## config.mk

```make
export PLATFORM = sky130hd
export DESIGN_NAME = io_ports
export DESIGN_NICKNAME = d
export VERILOG_FILES = /design/src/verilog/io_port_pkg.sv /design/src/verilog/input_macrocell.sv /design/src/verilog/io_ports.sv
export SDC_FILE = /design/constraint.sdc
export NUM_CORES = 1
export LEC_CHECK = 0
export BUFFER_PORTS_ARGS = -buffer_cell sky130_fd_sc_hd__buf_2
export CAP_MARGIN = 20
export CELL_PAD_IN_SITES_DETAIL_PLACEMENT = 0
export CELL_PAD_IN_SITES_GLOBAL_PLACEMENT = 2
export CORE_MARGIN = 10
export CORE_UTILIZATION = 25
export DETAILED_ROUTE_END_ITERATION = 8
export GPL_TIMING_DRIVEN = 0
export PLACE_DENSITY_LB_ADDON = 0.1
export SKIP_CTS_REPAIR_TIMING = 1
export SLEW_MARGIN = 20
export SYNTH_ARGS = -nofsm -noshare
export SYNTH_HDL_FRONTEND = slang
export SYNTH_SLANG_ARGS = --single-unit
```

## constraint.sdc

```tcl
create_clock -name clk -period 2.12 [get_ports clk]
set_input_delay 0.424 -clock clk [delete_from_list [all_inputs] [get_ports clk]]
set_output_delay 0.424 -clock clk [all_outputs]
set_load 0.05 [all_outputs]
```

## src/verilog/io_port_pkg.sv

```systemverilog
// Shared constants and carriers for the programmable I/O port block.
// Assumes a single 125 MHz clock and a byte-wide host register bus.
package io_port_pkg;
    localparam int NUM_PORTS  = 7;
    localparam int PORT_WIDTH = 8;
    localparam int IDX_A = 0;
    localparam int IDX_B = 1;
    localparam int IDX_C = 2;
    localparam int IDX_D = 3;
    localparam int IDX_E = 4;
    localparam int IDX_F = 5;
    localparam int IDX_G = 6;
    localparam logic [7:0] PORT_D_MASK = 8'h0f;
    localparam logic [7:0] FULL_MASK   = 8'hff;

    // Register offsets inside a port's slot, address = port*8 + offset
    localparam logic [2:0] OFF_PIN_INPUT   = 3'h0;
    localparam logic [2:0] OFF_OUTPUT_VAL  = 3'h1;
    localparam logic [2:0] OFF_DIRECTION   = 3'h2;
    localparam logic [2:0] OFF_DRIVE_SEL   = 3'h3;
    localparam logic [2:0] OFF_OE_STATUS   = 3'h4;
    localparam logic [2:0] OFF_MACROCELL   = 3'h5;
    localparam logic [2:0] OFF_INPUT_MC    = 3'h6;
    localparam logic [7:0] RESET_BYTE      = 8'h00;

    // Output mux source per pin
    typedef enum logic [1:0] {SRC_OUTPUT_VALUE, SRC_MACROCELL, SRC_EXT_SELECT} out_src_t;
    // Input macrocell mode per pin
    typedef enum logic [1:0] {IMC_DIRECT, IMC_REGISTER, IMC_LATCH} imc_mode_t;

    typedef struct packed {
        logic       wr;
        logic       rd;
        logic [2:0] port;
        logic [2:0] offset;
        logic [7:0] wdata;
    } host_req_t;

    typedef struct packed {
        logic [7:0] out;
        logic [7:0] oe;
        logic [7:0] open_drain;
        logic [7:0] fast_slew;
    } pin_drive_t;
endpackage

```

## src/verilog/input_macrocell.sv

```systemverilog
// One port's eight input macrocells: register, latch or direct pass.
// Assumes the gating product term is synchronous to clk.
`timescale 1ns/1ns
module input_macrocell
    import io_port_pkg::*;
(
    input  wire logic                    clk,
    input  wire logic                    reset_n,
    input  wire logic [7:0]              pin_in,
    input  wire logic [7:0]              gate_term,
    input  wire imc_mode_t [7:0]         mode,
    output logic [7:0]                   mc_out
);
    logic [7:0] held_q;

    // Storage is clocked by clk and loads only while the logic-array gate term is high
    always_ff @(posedge clk)
    begin
        if (!reset_n)
            held_q <= RESET_BYTE;
        else
            for (int i = 0; i < 8; i++)
                if (mode[i] != IMC_DIRECT && gate_term[i])
                    held_q[i] <= pin_in[i];
    end

    always_comb
    begin
        for (int i = 0; i < 8; i++)
            unique case (mode[i])
                IMC_DIRECT:   mc_out[i] = pin_in[i];
                IMC_REGISTER: mc_out[i] = held_q[i];
                IMC_LATCH:    mc_out[i] = gate_term[i] ? pin_in[i] : held_q[i];
                default:      mc_out[i] = pin_in[i];
            endcase
    end
endmodule // input_macrocell

```

## src/verilog/io_ports.sv

```systemverilog
// Seven programmable I/O ports with host-visible port registers.
// Assumes host strobes are one-cycle pulses synchronous to clk.
// Contract
// - Seven ports; port D has four pins
// - Output mux: value, macrocell, or C selects
// - Readback returns exactly one selected source
// - Driver enable is term OR direction
// - Without term, direction alone drives enable
// - Configured pin serves only one function
// - A-C input macrocells: register, latch, direct
// - Macrocells gated by logic-array term
// - Pin-input read returns live pin levels
// - Output value ignored when array selects macrocell or C selects
// - Direction 1 output, 0 input, default input
// - Drive-select 1 means open drain on all ports but C
// - Otherwise drive-select 1 means fast slew
// - F carries D0-D7; G D8-D15 when wide
// - G is host I/O only in 8-bit
// - Port D inputs bypass input macrocells
// - Array outputs: group A, group B, selects
// - Enable status reports each pin's enable before open-drain gating
// - JTAG multiplexing only on port E
`timescale 1ns/1ns
module io_ports
    import io_port_pkg::*;
(
    input  wire logic                      clk,
    input  wire logic                      reset_n,
    input  wire host_req_t                 host_req,
    output logic [7:0]                     host_rdata,
    output logic                           host_rvalid,
    input  wire logic                      bus_16bit,
    input  wire logic                      jtag_enable,
    input  wire logic [3:0]                jtag_out,
    input  wire logic [3:0]                jtag_oe,
    input  wire logic [15:0]               data_bus_out,
    input  wire logic                      data_bus_oe,
    input  wire out_src_t [NUM_PORTS-1:0][7:0] out_sel,
    input  wire logic [NUM_PORTS-1:0][7:0] array_owned,
    input  wire logic [NUM_PORTS-1:0][7:0] oe_term,
    input  wire logic [NUM_PORTS-1:0][7:0] oe_term_defined,
    input  wire imc_mode_t [2:0][7:0]      imc_mode,
    input  wire logic [2:0][7:0]           imc_gate,
    input  wire logic [7:0]                group_a_macrocells,
    input  wire logic [7:0]                group_b_macrocells,
    input  wire logic [7:0]                external_select_outputs,
    input  wire logic [NUM_PORTS-1:0][7:0] pin_in,
    output logic [NUM_PORTS-1:0][7:0]      pin_out,
    output logic [NUM_PORTS-1:0][7:0]      pin_oe_n,
    output logic [NUM_PORTS-1:0][7:0]      pin_fast_slew,
    output logic [23:0]                    logic_input_bus,
    output logic [3:0]                     port_d_direct,
    output logic [15:0]                    data_bus_in,
    output logic [3:0]                     jtag_in
);
    logic [NUM_PORTS-1:0][7:0] output_value_q;
    logic [NUM_PORTS-1:0][7:0] direction_q;
    logic [NUM_PORTS-1:0][7:0] drive_select_q;
    logic [NUM_PORTS-1:0][7:0] out_d;
    logic [NUM_PORTS-1:0][7:0] oe_d;
    logic [2:0][7:0]           imc_out;
    logic [7:0]                rdata_d;

    function automatic logic [7:0] port_mask(input int p);
        return (p == IDX_D) ? PORT_D_MASK : FULL_MASK;
    endfunction

    // Port G is host I/O only with an 8-bit data bus; F never is
    function automatic logic host_io_ok(input int p, input logic wide);
        return (p != IDX_F) && !(p == IDX_G && wide);
    endfunction

    function automatic logic [7:0] macro_src(input int p, input logic [7:0] a,
                                             input logic [7:0] b, input logic [7:0] c);
        unique case (p)
            IDX_A:   return a;
            IDX_B:   return b;
            IDX_C:   return c;
            default: return RESET_BYTE;
        endcase
    endfunction

    // Host writes land at the end of the strobed cycle
    always_ff @(posedge clk)
    begin
        if (!reset_n)
        begin
            output_value_q <= '0;
            direction_q    <= '0;
            drive_select_q <= '0;
        end
        else if (host_req.wr && host_req.port < 3'(NUM_PORTS)
                 && host_io_ok(int'(host_req.port), bus_16bit))
        begin
            unique case (host_req.offset)
                OFF_OUTPUT_VAL: output_value_q[host_req.port] <=
                    host_req.wdata & port_mask(int'(host_req.port));
                OFF_DIRECTION:  direction_q[host_req.port] <=
                    host_req.wdata & port_mask(int'(host_req.port));
                OFF_DRIVE_SEL:  drive_select_q[host_req.port] <=
                    host_req.wdata & port_mask(int'(host_req.port));
                default: ;
            endcase
        end
    end

    genvar g;
    generate
        for (g = 0; g < 3; g++)
        begin : gen_imc
            input_macrocell u_imc (
                .clk     (clk),
                .reset_n (reset_n),
                .pin_in  (pin_in[g]),
                .gate_term (imc_gate[g]),
                .mode    (imc_mode[g]),
                .mc_out  (imc_out[g])
            );
        end
    endgenerate

    // Pin mux and enable; one owner per pin
    always_comb
    begin
        for (int p = 0; p < NUM_PORTS; p++)
            for (int i = 0; i < 8; i++)
            begin
                out_d[p][i] = output_value_q[p][i];
                if (array_owned[p][i])
                begin
                    // Array ownership lets out_sel override the value register
                    unique case (out_sel[p][i])
                        SRC_MACROCELL:  out_d[p][i] = |(macro_src(p, group_a_macrocells,
                                            group_b_macrocells, 8'h00) & (8'h01 << i));
                        SRC_EXT_SELECT: out_d[p][i] = (p == IDX_C) ?
                                            external_select_outputs[i] : 1'b0;
                        default:        out_d[p][i] = output_value_q[p][i];
                    endcase
                end
                if (oe_term_defined[p][i] || array_owned[p][i])
                    oe_d[p][i] = oe_term[p][i] | direction_q[p][i];
                else
                    oe_d[p][i] = direction_q[p][i];
                if (!host_io_ok(p, bus_16bit))
                begin
                    // Data bus owns F always, G when wide
                    out_d[p][i] = (p == IDX_F) ? data_bus_out[i] : data_bus_out[8 + i];
                    oe_d[p][i]  = data_bus_oe;
                end
                if (p == IDX_E && i < 4 && jtag_enable)
                begin
                    out_d[p][i] = jtag_out[i];
                    oe_d[p][i]  = jtag_oe[i];
                end
                if ((port_mask(p) & (8'h01 << i)) == 8'h00)
                begin
                    out_d[p][i] = 1'b0;
                    oe_d[p][i]  = 1'b0;
                end
            end
    end

    // Open drain: drive only a low, float a high
    always_ff @(posedge clk)
    begin
        if (!reset_n)
        begin
            pin_out       <= '0;
            pin_oe_n      <= '1;
            pin_fast_slew <= '0;
        end
        else
            for (int p = 0; p < NUM_PORTS; p++)
                for (int i = 0; i < 8; i++)
                begin
                    pin_out[p][i] <= out_d[p][i];
                    if (p == IDX_C)
                    begin
                        pin_oe_n[p][i]      <= !oe_d[p][i];
                        pin_fast_slew[p][i] <= drive_select_q[p][i];
                    end
                    else
                    begin
                        pin_oe_n[p][i] <= !(oe_d[p][i] &&
                            !(drive_select_q[p][i] && out_d[p][i]));
                        pin_fast_slew[p][i] <= 1'b0;
                    end
                end
    end

    // Readback picks exactly one source by offset
    always_comb
    begin
        rdata_d = RESET_BYTE;
        if (host_req.port < 3'(NUM_PORTS))
        begin
            unique case (host_req.offset)
                OFF_PIN_INPUT:  rdata_d = pin_in[host_req.port];
                OFF_OUTPUT_VAL: rdata_d = output_value_q[host_req.port];
                OFF_DIRECTION:  rdata_d = direction_q[host_req.port];
                OFF_DRIVE_SEL:  rdata_d = drive_select_q[host_req.port];
                OFF_OE_STATUS:  rdata_d = oe_d[host_req.port];
                OFF_MACROCELL:  rdata_d = macro_src(int'(host_req.port),
                    group_a_macrocells, group_b_macrocells, external_select_outputs);
                OFF_INPUT_MC:   rdata_d = (host_req.port < 3'd3) ?
                    imc_out[host_req.port[1:0]] : RESET_BYTE;
                default:        rdata_d = RESET_BYTE;
            endcase
            rdata_d = rdata_d & port_mask(int'(host_req.port));
        end
    end

    always_ff @(posedge clk)
    begin
        if (!reset_n)
        begin
            host_rdata  <= RESET_BYTE;
            host_rvalid <= 1'b0;
        end
        else
        begin
            host_rvalid <= host_req.rd;
            if (host_req.rd)
                host_rdata <= rdata_d;
        end
    end

    // Logic-array side inputs
    always_ff @(posedge clk)
    begin
        if (!reset_n)
        begin
            logic_input_bus <= '0;
            port_d_direct   <= '0;
            data_bus_in     <= '0;
            jtag_in         <= '0;
        end
        else
        begin
            logic_input_bus <= {imc_out[2], imc_out[1], imc_out[0]};
            port_d_direct   <= pin_in[IDX_D][3:0];
            data_bus_in     <= {bus_16bit ? pin_in[IDX_G] : RESET_BYTE, pin_in[IDX_F]};
            jtag_in         <= jtag_enable ? pin_in[IDX_E][3:0] : 4'h0;
        end
    end
endmodule // io_ports

```

### Word-level counts from Yosys, hierarchy flattened

Index checks and enable logic that the tools add are counted.

* register bits after elaboration: 417
* input bits: 477
* output and inout bits: 225
* logic and storage cells: 809

* order comparisons: 5
* equal/unequal tests: 147
* mux-type cells: 227
* bitwise operators: 46
* reductions and logical operators: 309

Operators with widths (number)
* 56-bit bitwise mux: 3
* 1-bit two-way mux: 156
* 2-bit by 1-bit == test with 1-bit output (second input constant): 68
* 2-bit == test (second input constant): 68
* 8-bit binary-select mux with 3-bit select: 5
* 1-bit logical AND: 117
* 1-bit zero test: 97
* 1-bit case mux with 2 select lines: 48
* 8-bit two-way mux: 11
* 8-bit case mux with 7 select lines: 1
* 2-bit nonzero test: 24
* 1-bit logical OR: 44
* 1-bit OR: 44
* 2-bit OR reduction: 20
* 8-bit demux with 3-bit select: 1
* 8-bit case mux with 3 select lines: 1
* 8-bit AND: 2
* 8-bit binary-select mux with 2-bit select: 1
* 3-bit by 2-bit == test with 1-bit output (second input constant): 4
* 3-bit == test (second input constant): 4
* 2-bit AND reduction: 5
* 3-bit by 1-bit == test with 1-bit output (second input constant): 2
* 3-bit zero test: 2
* 3-bit by 4-bit less-than comparator with 1-bit output (second input constant): 1
* 5 further kinds: 5

### Logic depth before layout (Yosys ltp)

Gate-level depths: netlist of the first run.

* word-level depth: 9
* depth in mapped cells: 10
* depth with buffers taken out: 8

### Modules after synthesis

Synthesis of the first run repeated with hierarchy kept, for this count alone.

* cells, all modules: 2057
* area total of the unflattened synthesis: 18555.3 µm²

Modules (own cells, without submodules)
* io_ports: times used 1, cells an instance 1697, area an instance 15687.5 µm², sequential area each 6746.5 µm²
* input_macrocell: times used 3, cells an instance 120, area an instance 955.9 µm², sequential area each 160.2 µm²

### Worst setup path before layout of the first run

OpenSTA, ideal clock, no wires.

* path kind: input-to-reg
* start: input host_req[12] (netlist name)
* end: register host_rdata[7]
* setup time: 123 ps
* arrival time: 1879 ps
* required time: 1997 ps
* path slack: 118 ps
* cell stages on the path: 8
* buffers on the path: 3
* cell sequence: buf_2 buf_2 buf_2 mux4_2 o211ai_1 nand2_1 nor4_1 o21ai_1

* cells in the longest elaborated chain, start to end: 7
* elaborated cells on any way between the ends: 25
* classes of those cells: order compare: 2; eq/ne: 3; mux: 18; bitwise: 1; reduce/logical: 1

Ends and longest elaborated chain
* start, declared: RTL line io_ports.sv:29 `input wire host_req_t host_req,`
* 8-bit binary-select mux with 2-bit select: RTL line io_ports.sv:206 `imc_out[host_req.port[1:0]] : RESET_BYTE;`
* 8-bit two-way mux (not written as such): RTL line io_ports.sv:206
* 8-bit two-way mux: RTL line io_ports.sv:205 `OFF_INPUT_MC: rdata_d = (host_req.port < 3'd3) ?`
* 8-bit case mux with 7 select lines: RTL line io_ports.sv:197 `unique case (host_req.offset)`
* 8-bit two-way mux: RTL line io_ports.sv:195 `if (host_req.port < 3'(NUM_PORTS))`
* 8-bit AND: RTL line io_ports.sv:209 `rdata_d = rdata_d & port_mask(int'(host_req.port));`
* 8-bit two-way mux (*): RTL line io_ports.sv:195
* end signal, assigned: RTL line io_ports.sv:224 `host_rdata <= rdata_d;`
* end, declared: RTL line io_ports.sv:30 `output logic [7:0] host_rdata,`

Every way passes the cells marked *; elsewhere a longest branch is shown, timed or not. The select of a mux whose other input is x is not followed.
A chain may end at the register's enable or synchronous reset.

### Worst setup path in the final report of the first run

* start: input host_req[12] (netlist name)
* end: register host_rdata[3]

Same word-level chain as after synthesis.

==> metrics.txt, run 1 <==
startpoint type of the worst setup path=primary input; # nets final=3373; Crit path required time=2580 ps; Area growth, synth to finish=33.1%; I/O Buffers=577; cts bufs inserted=46; Clock Sink Count=361; Cell Pwr Density=765 nW/µm²; Rel. slew slack=0.197; Worst Hold Class=primary input to flip-flop; crit path time final=2310 ps; global placement routability congestion=0.894; VDD IR max=0.473 mV; clk slew on worst S/H paths=60 ps; post-DP HPWL=84.5 mm; clk buf depth=3; setup ws final=-188 ps; synth top area cells=dfxtp_1 39%, ha_1 6.6%, a21oi_1 5.4%; worst slew pin tran=1200 ps; core area=72800 µm²; max incr delay on CP=420 ps; end of the critical path=host_rdata[3]; H-tree level count=2; placed cells=3711; syn_area_per_cell=8.64 µm²; 1st-iter DRT viols=1134; post-route insts no fill=3799; critical path's slowest cell=a311oi_4; #FFs+latches synth=361; Critical Path Stages=9; Setup crit start=host_req[12]; Final Max Slew Viols=0; Fin. Hold Viols=0; status=finished, violations left; Routed WL=104 mm; grt ovf=0; Worst setup EP type=flip-flop; DRC Markers=0; initial antenna violation count=10; worst path cell trace=buf_2, buf_6, buf_6, mux2i_1, o2bb2ai_1, a21oi_1, nand4_1, a311oi_4, a31oi_1; antenna viol nets, final=0; cell accounting for the most synthesized area=dfxtp_1; CP delay by family, top=compound AO/OA/AOI/OAI gates; # IOs=702; first-pass GRT wire length=144 mm; WS Path Type=primary input to flip-flop; critical path's most frequent cell=buf_6; R2R setup slack=60 ps; Util after Layout=0.335; EDFF count, synth=0; Avg WL per Cell=27.4 µm; RSZ-0062 raised after global routing=yes; CP max FO=10; RR Endpoint=host_rdata[3]; Mapped Area=18300 µm²; Synth Instances=2121; FFs w/ async S/R, synth=0; worst r2r src=output_value_q[51]; Final Setup Violations=1; Root Buffer=clkbuf_16; Die Y=291 µm; yosys warns=0; CTS tree=built; buffers and inverters on the worst path=3; Total GRT Usage=0.235; Die W=291 µm; clk_lat worst skew=590 ps; DR vias=18300; row cnt=99; Cell variety after synth=61; failing checks=negative setup slack; Final Skew=15.8 ps; post-route clock period utilization=1.09; Reg2Reg Depth=6; Synth top area share=0.394; Sum Neg Setup Slack=-188 ps; FMAX=433 MHz; leak pwr=11.4 nW; CP Data Arrival Time=2770 ps; Post-synth top flop=dfxtp_1; First-pass DRT Iterations=7; pin count of the biggest net entering global routing=13; vias in the first global route=18900; share of cells above drive strength 1=0.299; MaxCap Viol Count=0; register area share after synthesis=0.394; via/cell ratio=4.82; area of the die=84500 µm²; Initial Util=0.252
==> logic make-up after synthesis <==
| group | count (synthesis) | share of synthesized area |
|---|---|---|
| simple gates | 699 | 0.186 |
| compound gates | 485 | 0.165 |
| flops | 361 | 0.394 |
| buf+inv | 328 | 0.0839 |
| mux | 130 | 0.0947 |
| fa+ha+maj | 96 | 0.0656 |
| xor+xnor | 20 | 0.00956 |
| other cells | 2 | 0.000410 |
==> how the worst min path moves through the flow <==
stage	from	to	cells after the start
finish	data_bus_out[3]	pin_oe_n[43]	2
global route	data_bus_out[1]	pin_oe_n[41]	2
CTS	data_bus_out[3]	pin_oe_n[43]	2
detailed placement	output_value_q[47]	output_value_q[47]	2
global placement	output_value_q[47]	output_value_q[47]	2
floorplan	direction_q[47]	direction_q[47]	2
==> state kept, by name, summed over array words and instances, names as in the netlist, 8 cells and up <==
signal,flops
drive_select_q,56
output_value_q,56
gen_imc.u_imc.held_q,24
host_rdata,8
pin_out,52
direction_q,56
data_bus_in,16
pin_oe_n,52
pin_fast_slew,8
logic_input_bus,24
==> final cells by class <==
class | count | area [µm²]
clock buffers | 64 | 1340
inverters | 151 | 567
fillers | 7846 | 48400
multi-input cells | 1486 | 9880
diodes | 4 | 10.0
plain buffers | 177 | 1040
repair buffers | 577 | 2890
well taps | 959 | 1200
clock inverters | 20 | 231
flip-flops and latches | 361 | 7230
==> power breakdown <==
part | internal, mW | total (mW) | leakage [nW] | switching [mW]
Clock | 5.01 | 8.40 | 0.786 | 3.39
Combinational | 0.975 | 3.24 | 7.71 | 2.26
Sequential | 6.96 | 7.01 | 2.94 | 0.0568
Total | 12.9 | 18.6 | 11.4 | 5.71
==> stage by stage <==
stage	setup WS, ps	area [µm²]	total power, mW	hold slack (ps)
6_report	-188	24400	18.6	48.6
5_1_grt	-202	24400	19.3	38.0
4_1_cts	-947	24200	18.8	18.0
3_5_place_dp	-1560	22600	10.4	431
3_3_place_gp	-1590	22600	10.3	425
2_1_floorplan	118	18500	8.95	416
==> layout by cell type, fill, tap and decap left out, types with 33 or more instances in the layout <==
| master | instances |
|---|---|
| a21oi_1 | 198 |
| buf_2 | 608 |
| nand2_1 | 176 |
| mux2i_1 | 81 |
| mux4_2 | 33 |
| dfxtp_1 | 361 |
| clkbuf_1 | 51 |
| conb_1 | 56 |
| nand3_1 | 76 |
| clkbuf_16 | 47 |
| ha_1 | 96 |
| inv_1 | 150 |
| nor2_1 | 220 |
| o21ai_0 | 98 |
| buf_4 | 64 |
| and2_1 | 65 |
==> synth_stat cells (all sizes together), types with 2 or more instances <==
| cell type | count |
|---|---|
| a211o | 9 |
| a21bo | 2 |
| a21boi | 17 |
| a21o | 22 |
| a21oi | 198 |
| a221o | 19 |
| a221oi | 17 |
| a22o | 2 |
| a22oi | 6 |
| a311oi | 2 |
| a31oi | 8 |
| a32oi | 5 |
| and2 | 65 |
| and3 | 28 |
| buf | 117 |
| clkbuf | 60 |
| conb | 2 |
| dfxtp | 361 |
| ha | 96 |
| inv | 151 |
| mux2 | 16 |
| mux2i | 81 |
| mux4 | 33 |
| nand2 | 177 |
| nand2b | 24 |
| nand3 | 76 |
| nand3b | 22 |
| nand4 | 2 |
| nand4b | 24 |
| nor2 | 225 |
| nor2b | 32 |
| nor3 | 11 |
| nor3b | 2 |
| nor4 | 2 |
| o211a | 3 |
| o211ai | 20 |
| o21a | 6 |
| o21ai | 106 |
| o221ai | 10 |
| o22ai | 7 |
| o2bb2ai | 20 |
| o31ai | 4 |
| or2 | 2 |
| or3 | 5 |
| xor2 | 20 |
==> metal layers <==
metal,up-vias,track usage,share of wire
met5,-,0,0.00038
met2,729,0.418,0.50
li1,8579,-,-
met1,8863,0.283,0.41
met4,6,0.0668,0.029
met3,133,0.0457,0.063
Power figures use the tool's default switching activity.
==> run 2: changes to the inputs <==
--- a/config.mk
+++ b/config.mk
@@ -9,6 +9,7 @@
 export CAP_MARGIN = 20
 export CELL_PAD_IN_SITES_DETAIL_PLACEMENT = 0
 export CELL_PAD_IN_SITES_GLOBAL_PLACEMENT = 2
+export CORE_ASPECT_RATIO = 1.1
 export CORE_MARGIN = 10
 export CORE_UTILIZATION = 25
 export DETAILED_ROUTE_END_ITERATION = 8
==> metrics.txt, run 2 (synthesized netlist as in run 1, its figures left out) <==
status=finished, violations left; failing checks=negative setup slack; clk buf depth=3; Worst Hold Class=primary input to flip-flop; FILL cells=7781; Final Skew=19.8 ps; largest registers=direction_q: 56 flops, drive_select_q: 56 flops, output_value_q: 56 flops; MaxCap Viol Count=0; core area=72900 µm²; register area=7230 µm²; leak pwr=11.4 nW; H-tree level count=2; Worst setup EP type=flip-flop; FMAX=456 MHz; antenna viol nets, final=0; Total GRT Usage=0.236; clk slew on worst S/H paths=60 ps; grt ovf=0; # nets final=3375; cts bufs inserted=46; Final Max Slew Viols=0; Area growth, synth to finish=33.0%; CTS tree=built; post-route insts no fill=3797; Fin. Hold Viols=0; DRC Markers=0; row cnt=104; share of cells above drive strength 1=0.297; area of the die=84500 µm²; Routed WL=104 mm; Clk network pwr share=0.440; startpoint type of the worst setup path=primary input; sw frac=0.309; RSZ-0062 raised after global routing=yes; final total power=18.3 mW; initial antenna violation count=11; post-route clock period utilization=1.03; CP max FO=10; WS Path Type=primary input to flip-flop; Clock Sink Count=361; vias in the first global route=19100; setup ws final=-72.0 ps; 1st-iter DRT viols=1344; Avg WL per Cell=27.5 µm; first-pass GRT wire length=144 mm; placed cells=3706; most frequent cells in the layout=608 x buf_2, 361 x dfxtp_1, 220 x nor2_1; Cell Pwr Density=752 nW/µm²; # IOs=702; Final Setup Violations=12; combinational power share=0.177; Crit path required time=2580 ps; global placement routability congestion=0.924; P_sw=5.65 mW; Die W=278 µm; First-pass DRT Iterations=5; Initial Util=0.251; Root Buffer=clkbuf_16; Rel. slew slack=0.203; area of the multi-input gates=9880 µm²; DR vias=18400; Internal=12.7 mW; worst slew pin tran=1200 ps; pin count of the biggest net entering global routing=12; CP Data Arrival Time=2650 ps; via/cell ratio=4.84; commonest non-fill, non-tap cell in the layout=buf_2; post-DP HPWL=85.1 mm; clk_lat worst skew=600 ps; Reg power frac=0.383; crit path time final=2190 ps; Die Y=304 µm; I/O Buffers=577; VDD IR max=0.476 mV
run 2: changes by cell type in the layout (fill, tap and decap cells not counted), sizes merged:
cell,previous run,this run
inv,152,151
clkinvlp,1,2
diode,4,6
clkinv,13,7
clkbuf,127,139
bufinv,5,1
buf,691,690
run 2: power by group through the flow:
stage	combinational (mW)	sequential, mW	clock, mW
6_report	3.24	7.02	8.05
5_1_grt	3.45	7.03	8.50
4_1_cts	3.19	7.02	8.23
3_5_place_dp	3.18	7.17	0
3_3_place_gp	3.15	7.16	0
2_1_floorplan	1.31	7.65	0
run 2: worst max-delay path, stage by stage:
cell and delay (ps):
clkbuf_4 230, clkbuf_4 300, buf_4 340, mux4_2 400
nand3_1 110, nand4_1 250, a311oi_4 430, a31oi_1 140
run 2: worst paths after layout:
kind | start | endpoint | slack [ps] | cells past startpoint
max | host_req[12] | host_rdata[3] | -70 | 8
min | data_bus_out[5] | pin_oe_n[45] | 40 | 2
max reg2reg | output_value_q[35] | host_rdata[3] | 40 | 6
min reg2reg | output_value_q[47] | output_value_q[47] | 440 | 2
run 2: final cells by class:
type / count / share of cell area
diodes: 6 / 0.000616
plain buffers: 177 / 0.0436
clock buffers: 73 / 0.0585
clock inverters: 10 / 0.00329
inverters: 151 / 0.0233
multi-input cells: 1486 / 0.405
flip-flops and latches: 361 / 0.297
well taps: 954 / 0.0490
repair buffers: 579 / 0.120
run 2: stage by stage:
step	setup TNS (ps)	instance area (µm²)	hold slack, ps	utilization	worst slack (ps)
final	-328	24400	43.2	0.334	-72.0
after global routing	-459	24400	32.1	0.334	-86.8
after CTS	-13570	24100	20.5	0.331	-1000
after detailed placement	-107890	22600	428	0.310	-1600
after global placement	-107830	22600	426	0.310	-1610
after floorplan	0	18500	416	-	118
run 2: layer usage:
layer	global-route usage	wire length [µm]	vias up
li1	-	-	8586
met1	0.281	42600	8884
met2	0.412	51100	756
met3	0.0487	7050	144
met4	0.0836	3770	2
met5	0	13	-
